## src/common/gcc_pkg.sv

```systemverilog
// Package of constants and types for the gated counter channel
package gcc_pkg;
  // ********************
  // Register map
  // ********************
  localparam logic [7:0] GCC_CTRL_OFS = 8'h00;
  localparam logic [7:0] GCC_LOAD_OFS = 8'h04;
  localparam logic [7:0] GCC_END_OFS = 8'h08;
  localparam logic [7:0] GCC_CMPV_OFS = 8'h0c;
  localparam logic [7:0] GCC_PDUR_OFS = 8'h10;
  localparam logic [7:0] GCC_HYST_OFS = 8'h14;
  localparam logic [7:0] GCC_CNT_OFS = 8'h18;
  localparam logic [7:0] GCC_LATCH_OFS = 8'h1c;
  localparam logic [7:0] GCC_STAT_OFS = 8'h20;
  // ********************
  // Control word fields
  // ********************
  localparam int GCC_C_SWG = 0;
  localparam int GCC_C_MODE = 1;
  localparam int GCC_C_DIR = 2;
  localparam int GCC_C_ABORT = 4;
  localparam int GCC_C_HWEN = 5;
  localparam int GCC_C_OMODE = 6;
  localparam int GCC_C_DO = 8;
  localparam int GCC_C_DSW = 9;
  localparam int GCC_C_EVEN = 10;
  localparam int GCC_CTRL_W = 11;
  localparam logic [10:0] GCC_CTRL_RST = 11'h000;
  // Status word fields
  localparam int GCC_S_CMP = 0;
  localparam int GCC_S_DO = 1;
  localparam int GCC_S_GATE = 2;
  localparam int GCC_S_AUTO = 3;
  // ********************
  // Numeric range and timing
  // ********************
  localparam logic [31:0] GCC_MAX = 32'h7fffffff;
  localparam logic [31:0] GCC_MIN = 32'h80000000;
  localparam int GCC_CLK_NS = 4;
  localparam int GCC_MS_NS = 1000000;
  localparam int GCC_MS_CYC = GCC_MS_NS / GCC_CLK_NS;
  localparam int GCC_PDUR_STEP_MS = 2;
  localparam logic [7:0] GCC_HYST_MIN = 8'h01;
  // ********************
  // Modes
  // ********************
  typedef enum logic {GCC_ONCE, GCC_PERIOD} gcc_mode_t;
  typedef enum logic [1:0] {GCC_DNONE, GCC_DFWD, GCC_DBWD, GCC_DRSV}
    gcc_dir_t;
  typedef enum logic [1:0] {GCC_ONONE, GCC_OGE, GCC_OLE, GCC_OPULSE}
    gcc_omode_t;
endpackage

```

## src/rtl/gcc_channel.sv

```systemverilog
// One counter channel: modes, gate, comparator, pulse, latch, APB slave
//
// How it works
// - Count-once backward: count down, reload and close gate past end+1.
// - After auto close, only a gate rising edge restarts from load.
// - Backward may pass upper limit; periodic forward may pass lower limit.
// - Periodic without direction uses the full numeric range as limits.
// - Periodic without direction reloads at either limit and flags event.
// - Periodic forward: positive pulse at end-1 reloads, continues, event.
// - Periodic backward: negative pulse at end+1 reloads, continues, event.
// - Without hardware gate the software gate alone starts and stops.
// - With hardware gate enabled, internal gate is software AND hardware.
// - Abort reopens from load value; interrupt continues from count.
// - Hardware rise restarts under abort; software rise continues when the hardware gate is used.
// - After auto close, reopen on hardware rise or software after it.
// - Compare value held and compared continuously, drives output, status.
// - Latch rising edge while counting captures count; kept across stops.
// - No-comparison mode: plain output, control bit ignored, status clear.
// - Greater/less mode asserts output while true; clear only when false.
// - Pulse mode fires on reaching value from main direction; zero is level.
// - Compare status clears only after pulse ends; output flag mirrors pin in compare modes.
// - Pulse lasts 2 to 510 ms in 2 ms steps, exact to a cycle.
// - Pulse not retriggered while active; new duration used next pulse.
// - Hysteresis 0..255, values 0 and 1 disable it.
// - Hysteresis freezes result until band is left; width taken per event.
module gcc_channel
  import gcc_pkg::*;
#(
  parameter bit HAS_HW_GATE = 1'b1,
  parameter int MS_CYC = gcc_pkg::GCC_MS_CYC
) (
  input wire logic clk_i, // 250 MHz system clock
  input wire logic arst_n_i, // Async reset, active low
  input wire logic psel_i, // APB select
  input wire logic penable_i, // APB enable
  input wire logic pwrite_i, // APB write
  input wire logic [7:0] paddr_i, // APB byte address
  input wire logic [31:0] pwdata_i, // APB write data
  output logic [31:0] prdata_o, // APB read data
  output logic pready_o, // APB ready
  output logic pslverr_o, // APB error on unmapped address
  input wire logic cnt_up_i, // Positive count pulse
  input wire logic cnt_dn_i, // Negative count pulse
  input wire logic hw_gate_i, // Hardware gate pin
  input wire logic latch_i, // Latch pin
  output logic dout_o, // Channel digital output
  output logic wrap_evt_o // Limit or end event pulse
);
  import gcc_pkg::*;

  typedef struct packed {
    logic [GCC_CTRL_W-1:0] ctrl;
    logic [31:0] cnt;
    logic [31:0] load;
    logic [31:0] endv;
    logic [31:0] cmpv;
    logic [31:0] latch;
    logic [31:0] prdata;
    logic [7:0] pdur;
    logic [7:0] hyst;
    logic [7:0] hyst_w;
    logic [31:0] ms_cnt;
    logic [9:0] pms;
    logic pact;
    logic hact;
    logic res;
    logic last_up;
    logic gate;
    logic auto_cl;
    logic hw_seen;
    logic swg_p;
    logic hw1;
    logic hw2;
    logic hw3;
    logic la1;
    logic la2;
    logic la3;
    logic cmp_st;
    logic do_st;
    logic evt;
  } gcc_state_t;

  gcc_state_t s_q;
  gcc_state_t s_d;

  // Absolute distance of two signed words, one bit wider to avoid overflow
  function automatic logic [32:0] gcc_dist(input logic [31:0] a,
                                           input logic [31:0] b);
    logic [32:0] d;
    d = {a[31], a} - {b[31], b};
    return d[32] ? 33'(-d) : d;
  endfunction

  // ********************
  // Decoded controls
  // ********************
  gcc_mode_t mode;
  gcc_dir_t dir;
  gcc_omode_t omode;
  logic abort_sel;
  logic hw_use;
  logic swg;
  assign mode = gcc_mode_t'(s_q.ctrl[GCC_C_MODE]);
  assign dir = gcc_dir_t'(s_q.ctrl[GCC_C_DIR +: 2]);
  assign omode = gcc_omode_t'(s_q.ctrl[GCC_C_OMODE +: 2]);
  assign abort_sel = s_q.ctrl[GCC_C_ABORT];
  assign hw_use = HAS_HW_GATE && s_q.ctrl[GCC_C_HWEN];
  assign swg = s_q.ctrl[GCC_C_SWG];

  // Bus decode; unmapped offsets answer with an error
  logic acc;
  logic mapped;
  assign acc = psel_i && penable_i;
  assign mapped = (paddr_i[1:0] == 2'b00) && (paddr_i <= GCC_STAT_OFS);
  assign pready_o = 1'b1;
  assign pslverr_o = acc && !mapped;
  assign prdata_o = s_q.prdata;
  assign dout_o = s_q.do_st;
  assign wrap_evt_o = s_q.evt;

  // ********************
  // Next state
  // ********************
  always_comb begin
    logic wr;
    logic sw_rise;
    logic sw_fall;
    logic hw_rise;
    logic hw_fall;
    logic open_ev;
    logic reload_ev;
    logic step_up;
    logic step_dn;
    logic wrap;
    logic close;
    logic raw;
    logic res_n;
    logic start;
    logic clr_req;
    logic [31:0] rd;
    logic [31:0] endm1;
    logic [31:0] endp1;
    wr = 1'b0;
    sw_rise = 1'b0;
    sw_fall = 1'b0;
    hw_rise = 1'b0;
    hw_fall = 1'b0;
    open_ev = 1'b0;
    reload_ev = 1'b0;
    step_up = 1'b0;
    step_dn = 1'b0;
    wrap = 1'b0;
    close = 1'b0;
    raw = 1'b0;
    res_n = 1'b0;
    start = 1'b0;
    clr_req = 1'b0;
    rd = 32'h00000000;
    endm1 = s_q.endv - 32'h00000001;
    endp1 = s_q.endv + 32'h00000001;
    s_d = s_q;
    s_d.evt = 1'b0;

    // Two-stage synchronisers, third stage for edge detection
    s_d.hw1 = hw_gate_i;
    s_d.hw2 = s_q.hw1;
    s_d.hw3 = s_q.hw2;
    s_d.la1 = latch_i;
    s_d.la2 = s_q.la1;
    s_d.la3 = s_q.la2;
    hw_rise = s_q.hw2 && !s_q.hw3;
    hw_fall = !s_q.hw2 && s_q.hw3;

    // Register writes in the access cycle, read data capture in the setup cycle
    wr = acc && pwrite_i && mapped;
    if (wr) begin
      unique case (paddr_i)
        GCC_CTRL_OFS: s_d.ctrl = pwdata_i[GCC_CTRL_W-1:0];
        GCC_LOAD_OFS: s_d.load = pwdata_i;
        GCC_END_OFS: s_d.endv = pwdata_i;
        GCC_CMPV_OFS: s_d.cmpv = pwdata_i;
        GCC_PDUR_OFS: s_d.pdur = pwdata_i[7:0];
        GCC_HYST_OFS: s_d.hyst = pwdata_i[7:0];
        GCC_STAT_OFS: clr_req = pwdata_i[GCC_S_CMP];
        default: ;
      endcase
    end
    if (psel_i && !penable_i) begin
      unique case (paddr_i)
        GCC_CTRL_OFS: rd = {21'h000000, s_q.ctrl};
        GCC_LOAD_OFS: rd = s_q.load;
        GCC_END_OFS: rd = s_q.endv;
        GCC_CMPV_OFS: rd = s_q.cmpv;
        GCC_PDUR_OFS: rd = {24'h000000, s_q.pdur};
        GCC_HYST_OFS: rd = {24'h000000, s_q.hyst};
        GCC_CNT_OFS: rd = s_q.cnt;
        GCC_LATCH_OFS: rd = s_q.latch;
        // Output state reads clear while the pin is a plain output
        GCC_STAT_OFS: rd = {28'h0000000, s_q.auto_cl, s_q.gate,
                            s_q.do_st && omode != GCC_ONONE,
                            s_q.cmp_st};
        default: rd = 32'h00000000;
      endcase
      s_d.prdata = rd;
    end

    // ********************
    // Gate
    // ********************
    // Software gate edges come from the control bit as last seen
    s_d.swg_p = swg;
    sw_rise = swg && !s_q.swg_p;
    sw_fall = !swg && s_q.swg_p;
    if (!hw_use) begin
      open_ev = sw_rise && !s_q.gate;
      reload_ev = open_ev && abort_sel;
      if (sw_fall) begin
        s_d.gate = 1'b0;
      end
    end else begin
      // Auto closed: software rise counts only after a hardware rise
      if (s_q.auto_cl && hw_rise && !swg) begin
        s_d.hw_seen = 1'b1;
      end
      if (hw_rise && swg && !s_q.gate) begin
        open_ev = 1'b1;
        reload_ev = abort_sel;
      end else if (sw_rise && s_q.hw2 && !s_q.gate &&
                   (!s_q.auto_cl || s_q.hw_seen)) begin
        open_ev = 1'b1;
      end
      if (sw_fall || hw_fall) begin
        s_d.gate = 1'b0;
      end
    end
    if (open_ev) begin
      s_d.gate = 1'b1;
      s_d.auto_cl = 1'b0;
      s_d.hw_seen = 1'b0;
    end

    // ********************
    // Counting
    // ********************
    step_up = s_q.gate && cnt_up_i && !cnt_dn_i;
    step_dn = s_q.gate && cnt_dn_i && !cnt_up_i;
    if (reload_ev) begin
      s_d.cnt = s_q.load;
    end else if (step_up || step_dn) begin
      s_d.last_up = step_up;
      // Plain step wraps past the far limit, allowed where ends are fixed
      s_d.cnt = step_up ? s_q.cnt + 32'h00000001
                        : s_q.cnt - 32'h00000001;
      unique case (dir)
        GCC_DFWD: wrap = step_up && s_q.cnt == endm1;
        GCC_DBWD: wrap = step_dn && s_q.cnt == endp1;
        default: wrap = (step_up && s_q.cnt == GCC_MAX) ||
                        (step_dn && s_q.cnt == GCC_MIN);
      endcase
      if (wrap) begin
        // Once without direction jumps to the other limit instead
        if (!(mode == GCC_ONCE && (dir == GCC_DNONE || dir == GCC_DRSV))) begin
          s_d.cnt = s_q.load;
        end
        s_d.evt = s_q.ctrl[GCC_C_EVEN];
        close = (mode == GCC_ONCE);
      end
    end
    if (close) begin
      s_d.gate = 1'b0;
      s_d.auto_cl = 1'b1;
      s_d.hw_seen = 1'b0;
    end

    // Latch captures only while counting; only reset clears it
    if (s_q.la2 && !s_q.la3 && s_q.gate) begin
      s_d.latch = s_q.cnt;
    end

    // ********************
    // Comparator and hysteresis
    // ********************
    unique case (omode)
      GCC_OGE: raw = $signed(s_q.cnt) >= $signed(s_q.cmpv);
      GCC_OLE: raw = $signed(s_q.cnt) <= $signed(s_q.cmpv);
      GCC_OPULSE: raw = (s_q.cnt == s_q.cmpv) &&
                        (dir == GCC_DNONE || dir == GCC_DRSV ||
                         (dir == GCC_DFWD) == s_q.last_up);
      default: raw = 1'b0;
    endcase
    res_n = raw;
    if (s_q.hact) begin
      // Frozen until the counter leaves the band taken at activation
      res_n = s_q.res;
      if (gcc_dist(s_q.cnt, s_q.cmpv) > {25'h0000000, s_q.hyst_w}) begin
        s_d.hact = 1'b0;
        res_n = raw;
      end
    end else if (raw && !s_q.res && s_q.hyst > GCC_HYST_MIN) begin
      s_d.hact = 1'b1;
      s_d.hyst_w = s_q.hyst;
    end
    s_d.res = res_n;

    // ********************
    // Pulse timer
    // ********************
    // Ms divider restarts with each pulse, so error stays under a cycle
    start = omode == GCC_OPULSE && res_n && !s_q.res && !s_q.pact &&
            s_q.pdur != 8'h00;
    if (start) begin
      s_d.pact = 1'b1;
      s_d.ms_cnt = 32'h00000000;
      s_d.pms = 10'({2'b00, s_q.pdur} * GCC_PDUR_STEP_MS);
    end else if (s_q.pact) begin
      if (s_q.ms_cnt == 32'(MS_CYC - 1)) begin
        s_d.ms_cnt = 32'h00000000;
        s_d.pms = s_q.pms - 10'h001;
        if (s_q.pms == 10'h001) begin
          s_d.pact = 1'b0;
        end
      end else begin
        s_d.ms_cnt = s_q.ms_cnt + 32'h00000001;
      end
    end
    if (omode != GCC_OPULSE) begin
      s_d.pact = 1'b0;
    end

    // ********************
    // Output and compare status
    // ********************
    unique case (omode)
      GCC_ONONE: begin
        s_d.do_st = s_q.ctrl[GCC_C_DSW];
        s_d.cmp_st = 1'b0;
      end
      GCC_OGE, GCC_OLE: begin
        s_d.do_st = s_q.ctrl[GCC_C_DO] && res_n;
        // Set wins over a clear arriving in the same cycle
        if (clr_req && !res_n) begin
          s_d.cmp_st = 1'b0;
        end
        if (res_n) begin
          s_d.cmp_st = 1'b1;
        end
      end
      default: begin
        s_d.do_st = s_q.ctrl[GCC_C_DO] &&
                    (s_q.pdur == 8'h00 ? res_n : s_d.pact);
        if (clr_req && !s_d.pact) begin
          s_d.cmp_st = 1'b0;
        end
        if (start || (s_q.pdur == 8'h00 && res_n)) begin
          s_d.cmp_st = 1'b1;
        end
      end
    endcase
  end

  // ********************
  // State register
  // ********************
  always_ff @(posedge clk_i or negedge arst_n_i) begin
    if (!arst_n_i) begin
      s_q <= '0;
      s_q.ctrl <= GCC_CTRL_RST;
    end else begin
      s_q <= s_d;
    end
  end
endmodule
```

## config.mk

```make
export PLATFORM = sky130hd
export DESIGN_NAME = gcc_channel
export DESIGN_NICKNAME = d
export VERILOG_FILES = /design/src/common/gcc_pkg.sv /design/src/rtl/gcc_channel.sv
export SDC_FILE = /design/constraint.sdc
export NUM_CORES = 1
export LEC_CHECK = 0
export BUFFER_PORTS_ARGS = -buffer_cell sky130_fd_sc_hd__buf_2
export CORE_ASPECT_RATIO = 1.25
export CORE_UTILIZATION = 50
export CTS_CLUSTER_DIAMETER = 120
export CTS_CLUSTER_SIZE = 30
export DETAILED_ROUTE_END_ITERATION = 10
export GPL_TIMING_DRIVEN = 0
export PLACE_DENSITY = 0.72
export SYNTH_ARGS = -nofsm -noshare
export SYNTH_HDL_FRONTEND = slang
export SYNTH_SLANG_ARGS = --single-unit
```

## constraint.sdc

```tcl
create_clock -name clk_i -period 4.5 [get_ports clk_i]
set_clock_uncertainty 0.05 [all_clocks]
set_input_delay 0.9 -clock clk_i [delete_from_list [all_inputs] [get_ports clk_i]]
set_output_delay 0.9 -clock clk_i [all_outputs]
set_load 0.1 [all_outputs]
```

# == Word level (Yosys, flattened, before mapping) ==
# Index checks and enable logic that the tools add are counted.
# W data, S select, Z words.
# word_totals
in_bits,49
out_inout_bits,36
register_bits,286
# op_classes
bitwise,3
n_mux,48
n_eq_ne,25
n_reduce_logical,93
add_sub_neg,8
magnitude_cmp,5
# op_table
cell,n
$pmux W32 S9,1
$mux W32,6
$add A32 B1 Y32 const B,3
$eq A32 B32 Y1,3
$mux W43,2
$sub A32 B1 Y32 const B,2
$logic_and A1 B1 Y1,43
$gt A33 B8 Y1,1
$mux W33,1
$neg A33 Y33,1
$sub A32 B32 Y33,1
$eq A32 B18 Y1 const B,1
$eq A32 B31 Y1 const B,1
$eq A32 B32 Y1 const B,1
$eq A8 B5 Y1 const B,4
$ge A32 B32 Y1,1
$le A32 B32 Y1,1
$mux W1,32
$reduce_and A2 Y1,12
$eq A8 B4 Y1 const B,2
$logic_not A8 Y1,2
$logic_not A1 Y1,15
$mux W11,1
$eq A10 B1 Y1 const B,1
23 further kinds,44

# == Depth between registers and ports, before layout ==
# depth
depth_word,18
depth_mapped,27

# == Least setup slack after synthesis ==
# No wires, ideal clock.
# synth_path
kind,input to register
from,input cnt_dn_i
to,register s_q[274] (netlist bit)
slack_ns,-0.458
setup_ns,0.137
t_arrival_ns,4.771
cell_stages,17
cell_sequence,nor2b_1 -> nand2_1 -> ha_1 -> a21o_1 -> a21o_1 -> a211oi_1 -> o21ai_0 -> o21ai_0 -> o21ai_0 -> a221o_1 -> a31oi_1 -> nor2b_1 -> o21a_1 -> o41a_1 -> xnor2_1 -> a21oi_1 -> a2bb2oi_1
# synth_via
elab_chain_len,10
word_cells_on_any_way,19
classes_between,mux: 8; reduce/logical: 11
# synth_lines
item,line_no,source
from (decl),gcc_channel.sv:43,"input wire logic cnt_dn_i,"
$logic_not A1 Y1 / $logic_and A1 B1 Y1 (equally long branches),"gcc_channel.sv:245, gcc_channel.sv:246",
$logic_and A1 B1 Y1 (on tied branches),"gcc_channel.sv:245, gcc_channel.sv:246",
$logic_and A1 B1 Y1 (on tied branches),"gcc_channel.sv:257, gcc_channel.sv:258",
$logic_or A1 B1 Y1,gcc_channel.sv:257,default: wrap = (step_up && s_q.cnt == GCC_MAX) ||
$pmux W1 S2,gcc_channel.sv:254,unique case (dir)
$mux W1,gcc_channel.sv:249,end else if (step_up || step_dn) begin
$mux W1,gcc_channel.sv:247,if (reload_ev) begin
$mux W32,gcc_channel.sv:260,if (wrap) begin
$mux W32,gcc_channel.sv:249,
$mux W32,gcc_channel.sv:247,
to (decl),gcc_channel.sv:83,gcc_state_t s_q;
# Several ways; a longest one is shown, not always the timed one. The select of a mux whose other input is x is not followed.
# A chain may end at the register's enable or synchronous reset.

# == Worst setup path in the final report ==
# layout_path
from,register s_q[170] (netlist bit)
to,register s_q[44] (netlist bit)
# layout_via
elab_chain_len,11
word_cells_on_any_way,17
classes_between,add/sub: 2; order compare: 3; eq/ne: 1; mux: 5; reduce/logical: 6
# layout_lines
item,line_no,source
$sub A32 B32 Y33,gcc_channel.sv:90,"d = {a[31], a} - {b[31], b};"
$neg A33 Y33,gcc_channel.sv:91,return d[32] ? 33'(-d) : d;
$mux W33,gcc_channel.sv:91,
$gt A33 B8 Y1,gcc_channel.sv:295,"if (gcc_dist(s_q.cnt, s_q.cmpv) > {25'h0000000, s_q.hyst_w}) begin"
$mux W1,gcc_channel.sv:295,
$mux W1 (*),gcc_channel.sv:292,if (s_q.hact) begin
$logic_and A1 B1 Y1 (*) (4 in series),gcc_channel.sv:309,start = omode == GCC_OPULSE && res_n && !s_q.res && !s_q.pact &&
$mux W43 / $reduce_bool A2 Y1 (equally long branches),--,
# Every way passes the cells marked *; elsewhere a longest branch is shown, timed or not.

==> results_dict.tcl <==
set metrics [dict create \
    synth_edf_count 0 \
    dieHeight_um 227.5 \
    rsz0062_at_grt "yes" \
    core_mm2 0.04012 \
    pin_count 85 \
    r2r_cells 25 \
    numCtsBuffers 13 \
    final_cell_mix "267 x dfrtp_1, 203 x nand2_1, 164 x nor2_1" \
    synthAdderAreaFrac_pct 5.241 \
    nets 2558 \
    yosys-top-cells-area "dfrtp_1 35%, mux2_2 6.6%, ha_1 5.0%" \
    route.detailed.drc 0 \
    holdWs_ns 0.1754 \
    finalCritPeriodShare_pct 109.6 \
    outcome "finished, violations left" \
    ys_seq_area_share_pct 35.19 \
    synth_top_cell_area_share_pct 35.19 \
    p_comb_share_pct 54.9 \
    critPathRequiredTime_ns 4.90 \
    place_congestion 0.9487 \
    dp.cells 2929 \
    postSynth.asyncResetShare_pct 100.0 \
    clock_power_share_pct 13.4 \
    violations "negative setup slack" \
    grt_pass1_vias 18464 \
    die_area_mm2 0.04149 \
    drt_iter0_drc 1684 \
    yosys.area.top_type "dfrtp_1" \
    io_buffers 82 \
    worst_skew_pair.late_latency_ns 0.53 \
    clkTransAtPathRegs_ns 0.12 \
    synthSimpleGateAreaFrac_pct 18.50 \
    initial_utilization_pct 50.70 \
    synth.cell_area_mm2 0.02034 \
    start_kind "register" \
    overflow 0 \
    hold_violations 0 \
    wirelength_um 68940 \
    setup_ws_ns -0.4315 \
    first_pass_iters 7 \
    ys_ff_latch 286 \
    fmax_mhz 202.8 \
    grt_max_degree 125 \
    ys.flop_type "dfrtp_1" \
    ant_nets 0 \
    post_dp_cell_area_mm2 0.02159 \
    cts_max_level 1 \
    clock-root-buffer "clkbuf_16" \
    drive_gt1_share_pct 19.86 \
    fillers 3591 \
    arrival_ns 5.34 \
    synth.distinct_cells 98 \
    syn2layout_area_growth_pct 12.66 \
    p_seq_share_pct 31.7 \
    worst_pin_slew_ns 1.241 \
    hpwlAfterDp_um 51860 \
    period_needed_ns 4.931 \
    power.switching_mw 4.753 \
    critPathMaxFanout 10 \
    fin_cells 2973 \
    grt_antenna_before_repair 0 \
    p_sw_share_pct 45.48 \
    final_area_mm2 0.02291 \
    critical_path_class "reg2reg" \
    avgRoutedWirePerCell_um 23.19 \
    synth_top_family_by_area "compound AO/OA/AOI/OAI gates" \
    power-per-cell-area_mw_per_mm2 456.1 \
    slew_violations 0 \
    hold_path_class "in2async" \
    yosysWarnings 0 \
    syn_inst 2299 \
    num_antenna_cells 0 \
    max-vdd-ir-drop_mv 0.2732 \
    regToRegStartpoint "s_q[170]" \
    crit_start "s_q[170]" \
    synthMuxAreaShare_pct 8.317 \
    syn_avg_cell_area_um2 8.847 \
    worstSetupEndpointType "register" \
    viasPerCell 6.438 \
    synthXorXnorAreaFrac_pct 5.340 \
    cts_tree "done" \
    synth_nets 2432 \
    max-slew-margin-rel_pct 16.63 \
    fp.dieW_um 182.4 \
    vias 19140 \
    setup_viol 46 \
    rows 82 \
    max-cap-violations 0 \
    r2r_setup_slack_ns -0.43 \
    p_leak_nw 9.943 \
    r2r_end "s_q[44]" \
    grt_first_pass_wirelength_um 105100 \
    internal-power_mw 5.697 \
    synth_compound_area_share_pct 21.70 \
    final_common_cell "dfrtp_1" \
    cts_buffer_depth 3 \
    track_usage_pct 32.96 \
    cts_sinks 286 \
]
-- cell type report --
type / count / area [um^2] / area share [%]
clock inverter: 2 / 25.02 / 0.1092
sequential: 286 / 7183 / 31.35
buffer: 150 / 793.3 / 3.462
tap: 546 / 683.2 / 2.981
multi-input combinational: 1747 / 12680 / 55.34
inverter: 93 / 349.1 / 1.523
clock buffer: 15 / 332.8 / 1.452
timing repair buffer: 134 / 867.1 / 3.784
-- through the flow --
stage | setup slack (ns) | power [mW] | utilization, % | TNS [ns]
detailed placement | -1.371 | 8.500 | 53.81 | -105.48
CTS | -0.4958 | 10.15 | 56.09 | -20.14
global route | -0.6260 | 11.07 | 57.12 | -26.45
floorplan | -0.01542 | 7.097 | - | -0.03538
global placement | -3.361 | 8.337 | 53.63 | -893.86
finish | -0.4315 | 10.45 | 57.12 | -17.47
-- power by group through the flow --
stage / registers, mW / clock network (mW) / logic, mW
floorplan: 3.16 / 0 / 3.94
finish: 3.31 / 1.40 / 5.74
global placement: 3.36 / 0 / 4.98
global route: 3.34 / 1.50 / 6.23
CTS: 3.29 / 1.42 / 5.44
detailed placement: 3.37 / 0 / 5.13
-- worst max path at each step --
stage                     to  slack (ns)
floorplan           s_q[274]       -0.02
global placement    s_q[243]       -3.36
detailed placement  s_q[274]       -1.37
CTS                  s_q[44]       -0.50
global route         s_q[44]       -0.63
finish               s_q[44]       -0.43
-- state kept, by name, summed over array words and instances (netlist names) --
register / flops
prdata_o: 32
s_q: 240
wrap_evt_o: 1
hw_use: 1
dir: 2
omode: 2
s_d: 5
dout_o: 1
mode: 1
abort_sel: 1
-- kinds of logic (layout without fill, tap and decap cells) --
family / Yosys count / count (layout)
buffers and inverters: 267 / 394
XOR/XNOR: 124 / 124
flip-flops: 286 / 286
AO/OA/AOI/OAI: 634 / 634
AND/OR/NAND/NOR: 749 / 750
adder cells (fa/ha/maj): 84 / 84
other: 1 / 1
multiplexers: 154 / 154
-- Yosys cell counts (52+ instances only) --
master / number
a21oi_1: 128
a31oi_1: 52
clkbuf_1: 117
dfrtp_1: 286
ha_1: 82
inv_1: 93
mux2_2: 120
nand2_1: 208
nand3_1: 60
nor2_1: 167
nor3_1: 54
o21ai_0: 140
xnor2_1: 83
-- worst max-delay path, stage by stage, from the launching register on --
cell       delay [ns]
dfrtp_1          0.40
inv_1            0.15
ha_1             0.25
clkbuf_2         0.19
a21oi_2          0.25
o21ai_2          0.10
a21oi_1          0.21
o21ai_1          0.14
o22a_2           0.25
buf_8            0.15
a31oi_1          0.18
xnor2_1          0.16
ha_1             0.27
o21ai_0          0.17
a21oi_1          0.06
o211ai_1         0.15
nand2_1          0.09
o21ai_2          0.09
o2111ai_2        0.13
nor3b_2          0.18
nand4_1          0.13
and4bb_4         0.42
a21oi_4          0.10
or2_4            0.26
buf_12           0.16
a31oi_4          0.14
-- routing by layer --
layer / global-route usage [%] / vias to the layer above / wire length, um / part of all wire [%]
met1: 40.75 / 9386 / 27300 / 40
li1: - / 8687 / - / -
met4: 20.14 / 0 / 4452 / 6.5
met2: 55.04 / 853 / 32330 / 47
met5: 0 / - / 0 / 0
met3: 4.255 / 214 / 4852 / 7.0
-- timing repair --
item	CTS	global route
setup endpoints to repair	91	87
gates cloned	1	0
resized for setup	97	69
setup buffers	25	25
hold buffers	0	0
pin swaps	21	32
hold endpoints to repair	0	0
Note: power is estimated with default switching activity, not from simulation.
